===== config.mk =====
export PLATFORM = sky130hd
export DESIGN_NAME = rso_top
export DESIGN_NICKNAME = d
export VERILOG_FILES = /design/src/hdl/rso_pkg.sv /design/src/hdl/rso_if.sv /design/src/hdl/rso_cause_latch.sv /design/src/hdl/rso_opts_once.sv /design/src/hdl/rso_top.sv
export SDC_FILE = /design/constraint.sdc
export NUM_CORES = 1
export LEC_CHECK = 0
export BUFFER_PORTS_ARGS = -buffer_cell sky130_fd_sc_hd__buf_2
export CORE_ASPECT_RATIO = 0.75
export CORE_MARGIN = 1
export CORE_UTILIZATION = 50
export DETAILED_ROUTE_END_ITERATION = 8
export GPL_ROUTABILITY_DRIVEN = 0
export GPL_TIMING_DRIVEN = 0
export HOLD_SLACK_MARGIN = 0.03
export PLACE_DENSITY = 0.75
export RECOVER_POWER = 25
export SYNTH_ARGS = -nofsm -noshare
export SYNTH_HDL_FRONTEND = slang
export SYNTH_SLANG_ARGS = --single-unit

===== constraint.sdc =====
create_clock -name core_clk -period 4 [get_ports core_clk]
set_input_delay 0.6 -clock core_clk [delete_from_list [all_inputs] [get_ports core_clk]]
set_output_delay 0.6 -clock core_clk [all_outputs]
set_load 0.02 [all_outputs]

===== src/hdl/rso_pkg.sv =====
// constants and types shared by the reset status and options block
package rso_pkg;

  // ---------------------------------------------------------------
  // clock and reset hold timing
  // ---------------------------------------------------------------
  localparam int CLK_HZ = 25_000_000;
  localparam int RESET_HOLD_NS = 1000;
  localparam int RESET_HOLD_CYCLES = (RESET_HOLD_NS * (CLK_HZ / 1_000_000) + 999) / 1000;
  localparam int HOLD_W = 8;

  // ---------------------------------------------------------------
  // register indices on the access port
  // ---------------------------------------------------------------
  localparam logic [1:0] REG_IDX_STATUS = 2'h0;
  localparam logic [1:0] REG_IDX_FORCE = 2'h1;
  localparam logic [1:0] REG_IDX_OPTS = 2'h2;

  // ---------------------------------------------------------------
  // reset cause status fields
  // ---------------------------------------------------------------
  localparam int ST_POR = 7;
  localparam int ST_PIN = 6;
  localparam int ST_WDOG = 5;
  localparam int ST_ILLEGAL_OPCODE_FLAG = 4;
  localparam int ST_ILLEGAL_ADDRESS_FLAG = 3;
  localparam int ST_LVD = 1;
  localparam logic [7:0] STATUS_MASK = 8'hfa;
  localparam logic [7:0] STATUS_POR_VAL = 8'h82;
  localparam logic [7:0] STATUS_CLR_VAL = 8'h00;

  // ---------------------------------------------------------------
  // force reset register
  // ---------------------------------------------------------------
  localparam int FORCE_BIT = 0;
  localparam logic [7:0] FORCE_READ_VAL = 8'h00;

  // ---------------------------------------------------------------
  // write-once options fields
  // ---------------------------------------------------------------
  localparam int OPT_WDOG_EN = 7;
  localparam int OPT_WDOG_TSEL = 6;
  localparam int OPT_SLEEP = 5;
  localparam int OPT_RSVD = 4;
  localparam int OPT_DBG_PIN = 1;
  localparam int OPT_RST_PIN = 0;
  localparam logic [7:0] OPT_MASK = 8'hf3;
  localparam logic [7:0] OPT_RESET_VAL = 8'hd2;

  // reset sequencer states
  typedef enum logic [1:0] {RSO_RUN, RSO_HOLD, RSO_RELEASE} rso_state_t;

endpackage


===== src/hdl/rso_if.sv =====
// carrier between the sequencer and its cause and options stores
interface rso_if;
  logic cap;
  logic forced;
  logic lvd_src;
  logic [7:0] cause_src;
  logic [7:0] status;
  logic opt_init;
  logic opt_full;
  logic opt_wr;
  logic [7:0] opt_wdata;
  logic [7:0] opt_val;
  logic opt_written;
  modport ctl_mp (output cap, forced, lvd_src, cause_src, opt_init, opt_full, opt_wr, opt_wdata,
                  input status, opt_val, opt_written);
  modport cause_mp (input cap, forced, lvd_src, cause_src, output status);
  modport opts_mp (input opt_init, opt_full, opt_wr, opt_wdata, output opt_val, opt_written);
endinterface


===== src/hdl/rso_cause_latch.sv =====
// reset cause status store
module rso_cause_latch
  import rso_pkg::*;
(
  input wire logic core_clk, // bus clock
  input wire logic rst,      // power-on reset
  rso_if.cause_mp cz         // capture request and status
);
  logic [7:0] status_reg;
  logic [7:0] status_next;

  // next status on reset entry
  always_comb begin
    status_next = cz.cause_src & STATUS_MASK;
    status_next[ST_POR] = 1'b0;
    if (cz.lvd_src) begin
      status_next[ST_LVD] = 1'b1;
      status_next[ST_POR] = status_reg[ST_POR];
    end
    if (cz.forced) begin
      status_next = STATUS_CLR_VAL;
    end
  end

  // status register, loaded only at reset entry
  always_ff @(posedge core_clk) begin
    if (rst) begin
      status_reg <= STATUS_POR_VAL;
    end else if (cz.cap) begin
      status_reg <= status_next;
    end
  end

  assign cz.status = status_reg & STATUS_MASK;
endmodule


===== src/hdl/rso_opts_once.sv =====
// write-once system options store
module rso_opts_once
  import rso_pkg::*;
(
  input wire logic core_clk, // bus clock
  input wire logic rst,      // power-on reset
  rso_if.opts_mp op          // init and write requests
);
  logic [7:0] opt_reg;
  logic written_reg;

  // value: full init on power-on or low voltage, reset pin bit kept otherwise
  always_ff @(posedge core_clk) begin
    if (rst) begin
      opt_reg <= OPT_RESET_VAL;
    end else if (op.opt_init) begin
      opt_reg <= OPT_RESET_VAL;
      if (!op.opt_full) begin
        opt_reg[OPT_RST_PIN] <= opt_reg[OPT_RST_PIN];
      end
    end else if (op.opt_wr && !written_reg) begin
      opt_reg <= op.opt_wdata & OPT_MASK;
    end
  end

  // one write allowed per reset
  always_ff @(posedge core_clk) begin
    if (rst || op.opt_init) begin
      written_reg <= 1'b0;
    end else if (op.opt_wr) begin
      written_reg <= 1'b1;
    end
  end

  assign op.opt_val = opt_reg & OPT_MASK;
  assign op.opt_written = written_reg;
endmodule


===== src/hdl/rso_top.sv =====
// reset cause status, debug force reset and write-once options
module rso_top
  import rso_pkg::*;
#(
  parameter int HOLD_CYCLES = RESET_HOLD_CYCLES // length of the internal reset pulse
)
(
  input wire logic core_clk,                  // bus clock
  input wire logic rst,                       // power-on reset
  input wire logic acc_en,                    // register access strobe
  input wire logic acc_we,                    // access is a write
  input wire logic acc_from_debug,            // access made by a background command
  input wire logic [1:0] acc_sel,             // register index
  input wire logic [7:0] acc_wdata,           // write data
  input wire logic low_voltage_trip,          // supply below trip level, async
  input wire logic low_voltage_reset_enable,  // trip causes reset
  input wire logic shared_reset_pin_level,    // raw level of the shared reset pin, async
  input wire logic shared_debug_pin_level,    // raw level of the shared debug pin, async
  input wire logic watchdog_timeout,          // watchdog counter expired
  input wire logic illegal_opcode,            // unimplemented opcode attempted
  input wire logic exec_sleep,                // sleep instruction executed
  input wire logic exec_background,           // background instruction executed
  input wire logic background_mode_enable,    // active background mode allowed
  input wire logic illegal_address,           // unimplemented address accessed
  output logic [7:0] acc_rdata,               // read data, one cycle after strobe
  output logic mcu_reset,                     // device held in reset
  output logic watchdog_restart,              // watchdog restart, one cycle per status write and high while in reset
  output logic watchdog_enable,               // watchdog may reset the device
  output logic watchdog_timeout_select,       // long timeout when high
  output logic sleep_permit,                  // sleep instruction allowed
  output logic sleep_enter,                   // one-cycle sleep grant pulse
  output logic debug_pin_enable,              // debug pin has the debug function
  output logic reset_pin_enable,              // reset pin acts as reset input
  output logic reset_pin_pullup,              // internal pullup on the reset pin
  output logic background_debug_mode,         // start in background debug mode
  output logic [7:0] reset_cause_status       // copy of the cause flags
);

  // ---------------------------------------------------------------
  // declarations
  // ---------------------------------------------------------------
  rso_if bus ();

  logic [2:0] sync1_reg;
  logic [2:0] sync2_reg;
  logic [2:0] async_in;
  logic lvd_sync;
  logic pin_sync;
  logic dbg_sync;
  localparam logic [2:0] SYNC_IDLE = 3'b110; // idle levels: pins high, supply fine

  rso_state_t state_reg;
  rso_state_t state_next;
  logic [HOLD_W-1:0] hold_reg;

  logic src_lvd;
  logic src_pin;
  logic src_wdog;
  logic src_illegal_opcode_flag;
  logic src_illegal_address_flag;
  logic src_force;
  logic any_src;
  logic hold_src;

  logic wr_status;
  logic wr_force;
  logic wr_opts;
  logic rd_any;
  logic [7:0] rdata_next;

  logic forced_reg;
  logic lvd_entry_reg;

  // ---------------------------------------------------------------
  // access decode
  // ---------------------------------------------------------------

  // decoder used by the write strobes; the read mux decodes acc_sel itself
  function automatic logic sel_hit(input logic [1:0] sel, input logic [1:0] idx);
    sel_hit = (sel == idx);
  endfunction

  // writes are refused while the device is held in reset; reads are not
  assign wr_status = acc_en && acc_we && sel_hit(acc_sel, REG_IDX_STATUS) && state_reg == RSO_RUN;
  assign wr_force = acc_en && acc_we && acc_from_debug && sel_hit(acc_sel, REG_IDX_FORCE)
                    && state_reg == RSO_RUN;
  assign wr_opts = acc_en && acc_we && sel_hit(acc_sel, REG_IDX_OPTS) && state_reg == RSO_RUN;
  assign rd_any = acc_en && !acc_we;

  // ---------------------------------------------------------------
  // input synchronisers
  // ---------------------------------------------------------------
  assign async_in = {shared_debug_pin_level, shared_reset_pin_level, low_voltage_trip};

  // two flops per asynchronous input; reset to idle so no false source follows reset
  genvar gi;
  generate
    for (gi = 0; gi < 3; gi++) begin : g_sync
      always_ff @(posedge core_clk) begin
        if (rst) begin
          sync1_reg[gi] <= SYNC_IDLE[gi];
          sync2_reg[gi] <= SYNC_IDLE[gi];
        end else begin
          sync1_reg[gi] <= async_in[gi];
          sync2_reg[gi] <= sync1_reg[gi];
        end
      end
    end
  endgenerate

  assign lvd_sync = sync2_reg[0] & ~rst;
  assign pin_sync = sync2_reg[1];
  assign dbg_sync = sync2_reg[2];

  // ---------------------------------------------------------------
  // reset sources
  // ---------------------------------------------------------------

  // low voltage, pin, watchdog, sleep and background sources are qualified by their enables
  assign src_lvd = lvd_sync && low_voltage_reset_enable;
  assign src_pin = !pin_sync && bus.opt_val[OPT_RST_PIN];
  assign src_wdog = watchdog_timeout && bus.opt_val[OPT_WDOG_EN];
  assign src_illegal_opcode_flag = illegal_opcode
                    || (exec_sleep && !bus.opt_val[OPT_SLEEP])
                    || (exec_background && !background_mode_enable);
  assign src_illegal_address_flag = illegal_address;
  assign src_force = wr_force && acc_wdata[FORCE_BIT];

  assign any_src = src_lvd || src_pin || src_wdog || src_illegal_opcode_flag || src_illegal_address_flag || src_force;

  // sources that keep the device in reset while they last
  assign hold_src = src_lvd || src_pin;

  // ---------------------------------------------------------------
  // reset sequencer
  // ---------------------------------------------------------------

  // next state
  always_comb begin
    state_next = state_reg;
    case (state_reg)
      RSO_RUN: begin
        if (any_src) begin
          state_next = RSO_HOLD;
        end
      end
      RSO_HOLD: begin
        if (hold_reg == '0 && !hold_src) begin
          state_next = RSO_RELEASE;
        end
      end
      RSO_RELEASE: begin
        state_next = RSO_RUN;
      end
      default: begin
        state_next = RSO_HOLD;
      end
    endcase
  end

  // state register; power-on starts a hold
  always_ff @(posedge core_clk) begin
    if (rst) begin
      state_reg <= RSO_HOLD;
    end else begin
      state_reg <= state_next;
    end
  end

  // hold counter sets the length of the internal reset pulse
  always_ff @(posedge core_clk) begin
    if (rst) begin
      hold_reg <= HOLD_W'(HOLD_CYCLES - 1);
    end else if (state_reg == RSO_RUN && any_src) begin
      hold_reg <= HOLD_W'(HOLD_CYCLES - 1);
    end else if (state_reg == RSO_HOLD && hold_reg != '0) begin
      hold_reg <= hold_reg - HOLD_W'(1);
    end
  end

  // reset output follows the sequencer
  always_ff @(posedge core_clk) begin
    if (rst) begin
      mcu_reset <= 1'b1;
    end else begin
      mcu_reset <= (state_next != RSO_RUN);
    end
  end

  // remembers the kind of entry for the options init and the mode selection
  always_ff @(posedge core_clk) begin
    if (rst) begin
      forced_reg <= 1'b0;
      lvd_entry_reg <= 1'b0;
    end else if (state_reg == RSO_RUN && any_src) begin
      forced_reg <= src_force;
      lvd_entry_reg <= src_lvd;
    end
  end

  // ---------------------------------------------------------------
  // cause capture and options init requests
  // ---------------------------------------------------------------

  // flags latched in the cycle the reset is entered
  assign bus.cap = (state_reg == RSO_RUN) && any_src;
  assign bus.forced = src_force;
  assign bus.lvd_src = src_lvd;
  assign bus.cause_src = {1'b0, src_pin, src_wdog, src_illegal_opcode_flag, src_illegal_address_flag, 1'b0, src_lvd, 1'b0};

  // options reload as the internal reset is released
  assign bus.opt_init = (state_reg == RSO_RELEASE);
  assign bus.opt_full = lvd_entry_reg;
  assign bus.opt_wr = wr_opts;
  assign bus.opt_wdata = acc_wdata;

  rso_cause_latch u_cause (
    .core_clk (core_clk),
    .rst (rst),
    .cz (bus.cause_mp)
  );

  rso_opts_once u_opts (
    .core_clk (core_clk),
    .rst (rst),
    .op (bus.opts_mp)
  );

  // ---------------------------------------------------------------
  // read path
  // ---------------------------------------------------------------

  // read data mux; unmapped index reads zero
  always_comb begin
    rdata_next = 8'h00;
    case (acc_sel)
      REG_IDX_STATUS: begin
        rdata_next = bus.status;
      end
      REG_IDX_FORCE: begin
        rdata_next = FORCE_READ_VAL;
      end
      REG_IDX_OPTS: begin
        rdata_next = bus.opt_val;
      end
      default: begin
        rdata_next = 8'h00;
      end
    endcase
  end

  // registered read data, held until the next read
  always_ff @(posedge core_clk) begin
    if (rst) begin
      acc_rdata <= 8'h00;
    end else if (rd_any) begin
      acc_rdata <= rdata_next;
    end
  end

  // status copy for the rest of the chip
  always_ff @(posedge core_clk) begin
    if (rst) begin
      reset_cause_status <= STATUS_POR_VAL;
    end else begin
      reset_cause_status <= bus.status;
    end
  end

  // ---------------------------------------------------------------
  // watchdog and sleep control
  // ---------------------------------------------------------------

  // write to the status address restarts the watchdog only
  always_ff @(posedge core_clk) begin
    if (rst) begin
      watchdog_restart <= 1'b0;
    end else begin
      watchdog_restart <= wr_status || state_reg != RSO_RUN;
    end
  end

  // sleep granted only when permitted
  always_ff @(posedge core_clk) begin
    if (rst) begin
      sleep_enter <= 1'b0;
    end else begin
      sleep_enter <= exec_sleep && bus.opt_val[OPT_SLEEP] && state_reg == RSO_RUN;
    end
  end

  // ---------------------------------------------------------------
  // option outputs
  // ---------------------------------------------------------------

  // option bits driven to the rest of the chip
  always_ff @(posedge core_clk) begin
    if (rst) begin
      watchdog_enable <= OPT_RESET_VAL[OPT_WDOG_EN];
      watchdog_timeout_select <= OPT_RESET_VAL[OPT_WDOG_TSEL];
      sleep_permit <= OPT_RESET_VAL[OPT_SLEEP];
      debug_pin_enable <= OPT_RESET_VAL[OPT_DBG_PIN];
      reset_pin_enable <= OPT_RESET_VAL[OPT_RST_PIN];
      reset_pin_pullup <= OPT_RESET_VAL[OPT_RST_PIN];
    end else begin
      watchdog_enable <= bus.opt_val[OPT_WDOG_EN];
      watchdog_timeout_select <= bus.opt_val[OPT_WDOG_TSEL];
      sleep_permit <= bus.opt_val[OPT_SLEEP];
      debug_pin_enable <= bus.opt_val[OPT_DBG_PIN];
      reset_pin_enable <= bus.opt_val[OPT_RST_PIN];
      reset_pin_pullup <= bus.opt_val[OPT_RST_PIN];
    end
  end

  // ---------------------------------------------------------------
  // mode selection at release
  // ---------------------------------------------------------------

  // debug pin low at release of a forced reset selects background mode
  always_ff @(posedge core_clk) begin
    if (rst) begin
      background_debug_mode <= 1'b0;
    end else if (state_reg == RSO_RELEASE) begin
      background_debug_mode <= forced_reg && !dbg_sync;
    end
  end

endmodule

==> flow_summary.ini <==
[status]
outcome = completed

[grt]
antenna_found_initial = 0
grt_first_pass_wirelength_um = 7530
grt_resource_usage_total_pct = 22.2
first_global_vias = 1548
grt_max_degree = 17
grt.overflow.total = 0

[synthesis]
synthesis.yosys.warnings = 0
synth_simple_gate_area_share_pct = 23.4
synth_commonest_cells = sky130_fd_sc_hd__dfxtp_1, sky130_fd_sc_hd__nor2_1, sky130_fd_sc_hd__mux2i_1, sky130_fd_sc_hd__nand2_1, sky130_fd_sc_hd__or2_2
combinational_family_with_the_most_area_after_synthesis = simple AND/OR/NAND/NOR gates
post_synth_instance_area_um2 = 2080
synth_cell_type_count = 45
yosys_most_used_dff = sky130_fd_sc_hd__dfxtp_1
synth_edf_count = 0
sequential_to_total_area_share_from_yosys_stat_pct = 50.9
synth.area.mux_share_pct = 8.04
synth.avg_cell_area_um2 = 10.1
synthXorXnorAreaFrac_pct = 1.68
synth_top_cell_by_area = sky130_fd_sc_hd__dfxtp_1
synth_compound_gate_area_share_pct = 11.0
async_flop_share_pct = 0
ys_seq_elements = 53
synthesis.instances = 207
netlist_top_cells_area = sky130_fd_sc_hd__dfxtp_1, sky130_fd_sc_hd__mux2i_1, sky130_fd_sc_hd__mux2_2
synth.most_common_cell = sky130_fd_sc_hd__dfxtp_1
synth_top_area_share_pct = 50.9
synth_adder_area_share_pct = 0.600

[cells_and_area]
ff_latch_area_um2 = 1060
largest_reg_flops = 8
syn2layout_area_growth_pct = 19.5
n_antenna_cell = 0
drive_above_1_share_pct = 28.0
layoutNonFillerInstCount = 313
filler_cell_count = 337
num-nets-final = 286
multiInputGateArea_um2 = 943

[sta]
final.setup_skew_ns = 0.00795
worst_pin_slew_ns = 0.765
setup_viol_count_final = 0
timing.setup.tns_ns = 0
max_freq_mhz = 530
drv_slew = 0
final.min_clock_period_ns = 1.89
final.period_utilization_pct = 47.1
timing_hold_violations_final = 0
rsz0062_at_grt = no
max_slew_margin_pct = 48.6

[clock_network]
cts_buffers = 5
tritoncts = built
clock_latency_ns = 0.30
cts.hold.buffers_added = 0
clk_transition_reported_paths_ns = 0.10
max-clock-path-buffers = 2
cts.root.buffer_cell = sky130_fd_sc_hd__clkbuf_8
htreeDepth = 2
cts-resized-gates = 0
cts_post_setup_buffers_inserted = 0
tritoncts_num_sinks = 53

[critical_path]
worst_r2r_path_depth = 4
path_class = input port to flop
worst_setup_path_start_kind = input port
worst_setup_path_end_kind = flop
path_max_fanout = 10
required_ns = 4.20
arrival_ns = 2.08

[floorplanning]
number_of_standard_cell_rows_in_the_floorplan = 19
initial_core_utilization_pct = 54.5
coreArea_um2 = 3830
dieArea_um2 = 4430
number_of_placed_i_o_pins = 51
floorplan.die.width_um = 76.6
die_h_um = 57.9

[drt]
drt_pre_antenna_iters = 4
remaining_drc_errors = 0
vias = 1668
avgViaCountPerCell = 5.33
postRouteWirelength_um = 4500
number_of_drc_markers_after_the_initial_detailed_route_iteration = 123
wire_per_inst_um = 14.4
drtAntennaViolNets = 0

[pwr]
power.leakage_uw = 0.00101
power.ir.vdd_worst_mv = 0.328
power_density_of_the_placed_cells_nw_per_um2 = 438
overall_power_of_the_completed_layout_uw = 1090

[hold_path]
worstHoldPathCells = 1
hp-class = flop to flop

[flow_run]
max_cap_violations = 0

[placement]
dpl.hpwl_um = 3200
port_buffers = 44
dp.cells = 305
-- metrics by stage --
step	cell area (µm²)	utilization [%]	setup slack (ns)	hold slack, ns
5_1_grt	2490	65.1	2.02	0.440
4_1_cts	2500	65.3	2.11	0.421
3_5_place_dp	2380	62.1	1.89	0.398
6_report	2490	65.1	2.11	0.423
3_3_place_gp	2380	62.1	1.89	0.394
2_1_floorplan	2090	-	2.08	0.389
-- worst max-delay path: stages --
cell and delay, ns:
sky130_fd_sc_hd__buf_4 0.16, sky130_fd_sc_hd__nand4b_1 0.25, sky130_fd_sc_hd__o2111ai_1 0.30, sky130_fd_sc_hd__o21a_1 0.16, sky130_fd_sc_hd__buf_2 0.24, sky130_fd_sc_hd__mux2_2 0.36
-- area by class of cell --
cell class | count | area share [%]
Sequential cell | 53 | 42.6
Multi-Input combinational cell | 138 | 37.9
Timing Repair Buffer | 44 | 8.59
Clock buffer | 6 | 3.31
Tap cell | 52 | 2.61
Buffer | 11 | 2.46
Clock inverter | 2 | 1.51
Inverter | 7 | 1.05
-- power by group --
part	switching, µW	internal (µW)	total (µW)
logic	73.0	64.1	137
clock network	171	203	375
registers	27.3	552	579
-- per-layer routing --
metal / routed length, µm / track usage (%)
met1: 2330 / 32.8
met2: 1860 / 31.9
met3: 253 / 5.83
met4: 59 / 6.32
met5: 0 / 0
-- logic make-up after synthesis --
kind of cell,after synthesis
other,1
and+or+nand+nor,83
DFF,53
adders and majority gates,1
AOI/OAI and AO/OA,31
muxes,16
buffers and inverters,18
xor gates and xnor gates,4
-- path summary, 6_finish.rpt --
path                      endpoint              start  slack, ns
min reg2reg               pin_sync       sync1_reg[1]       0.42
min                       pin_sync       sync1_reg[1]       0.42
max reg2reg  u_cause.status_reg[1]  u_opts.opt_reg[7]       2.21
max          u_cause.status_reg[6]         acc_sel[1]       2.11
-- cell usage in the layout, fill, tap and decap left out, types with 6 or more instances in the layout --
master / instances
sky130_fd_sc_hd__dfxtp_1: 53
sky130_fd_sc_hd__buf_2: 40
sky130_fd_sc_hd__nor2_1: 17
sky130_fd_sc_hd__clkbuf_1: 10
sky130_fd_sc_hd__nand2_1: 10
sky130_fd_sc_hd__mux2i_1: 10
sky130_fd_sc_hd__or2_2: 9
sky130_fd_sc_hd__nor3_1: 8
sky130_fd_sc_hd__nor2b_1: 8
sky130_fd_sc_hd__inv_1: 7
sky130_fd_sc_hd__nand3_1: 6
sky130_fd_sc_hd__mux2_2: 6
sky130_fd_sc_hd__a22oi_1: 6
sky130_fd_sc_hd__clkbuf_8: 6
(Power assumes the default switching activity.)
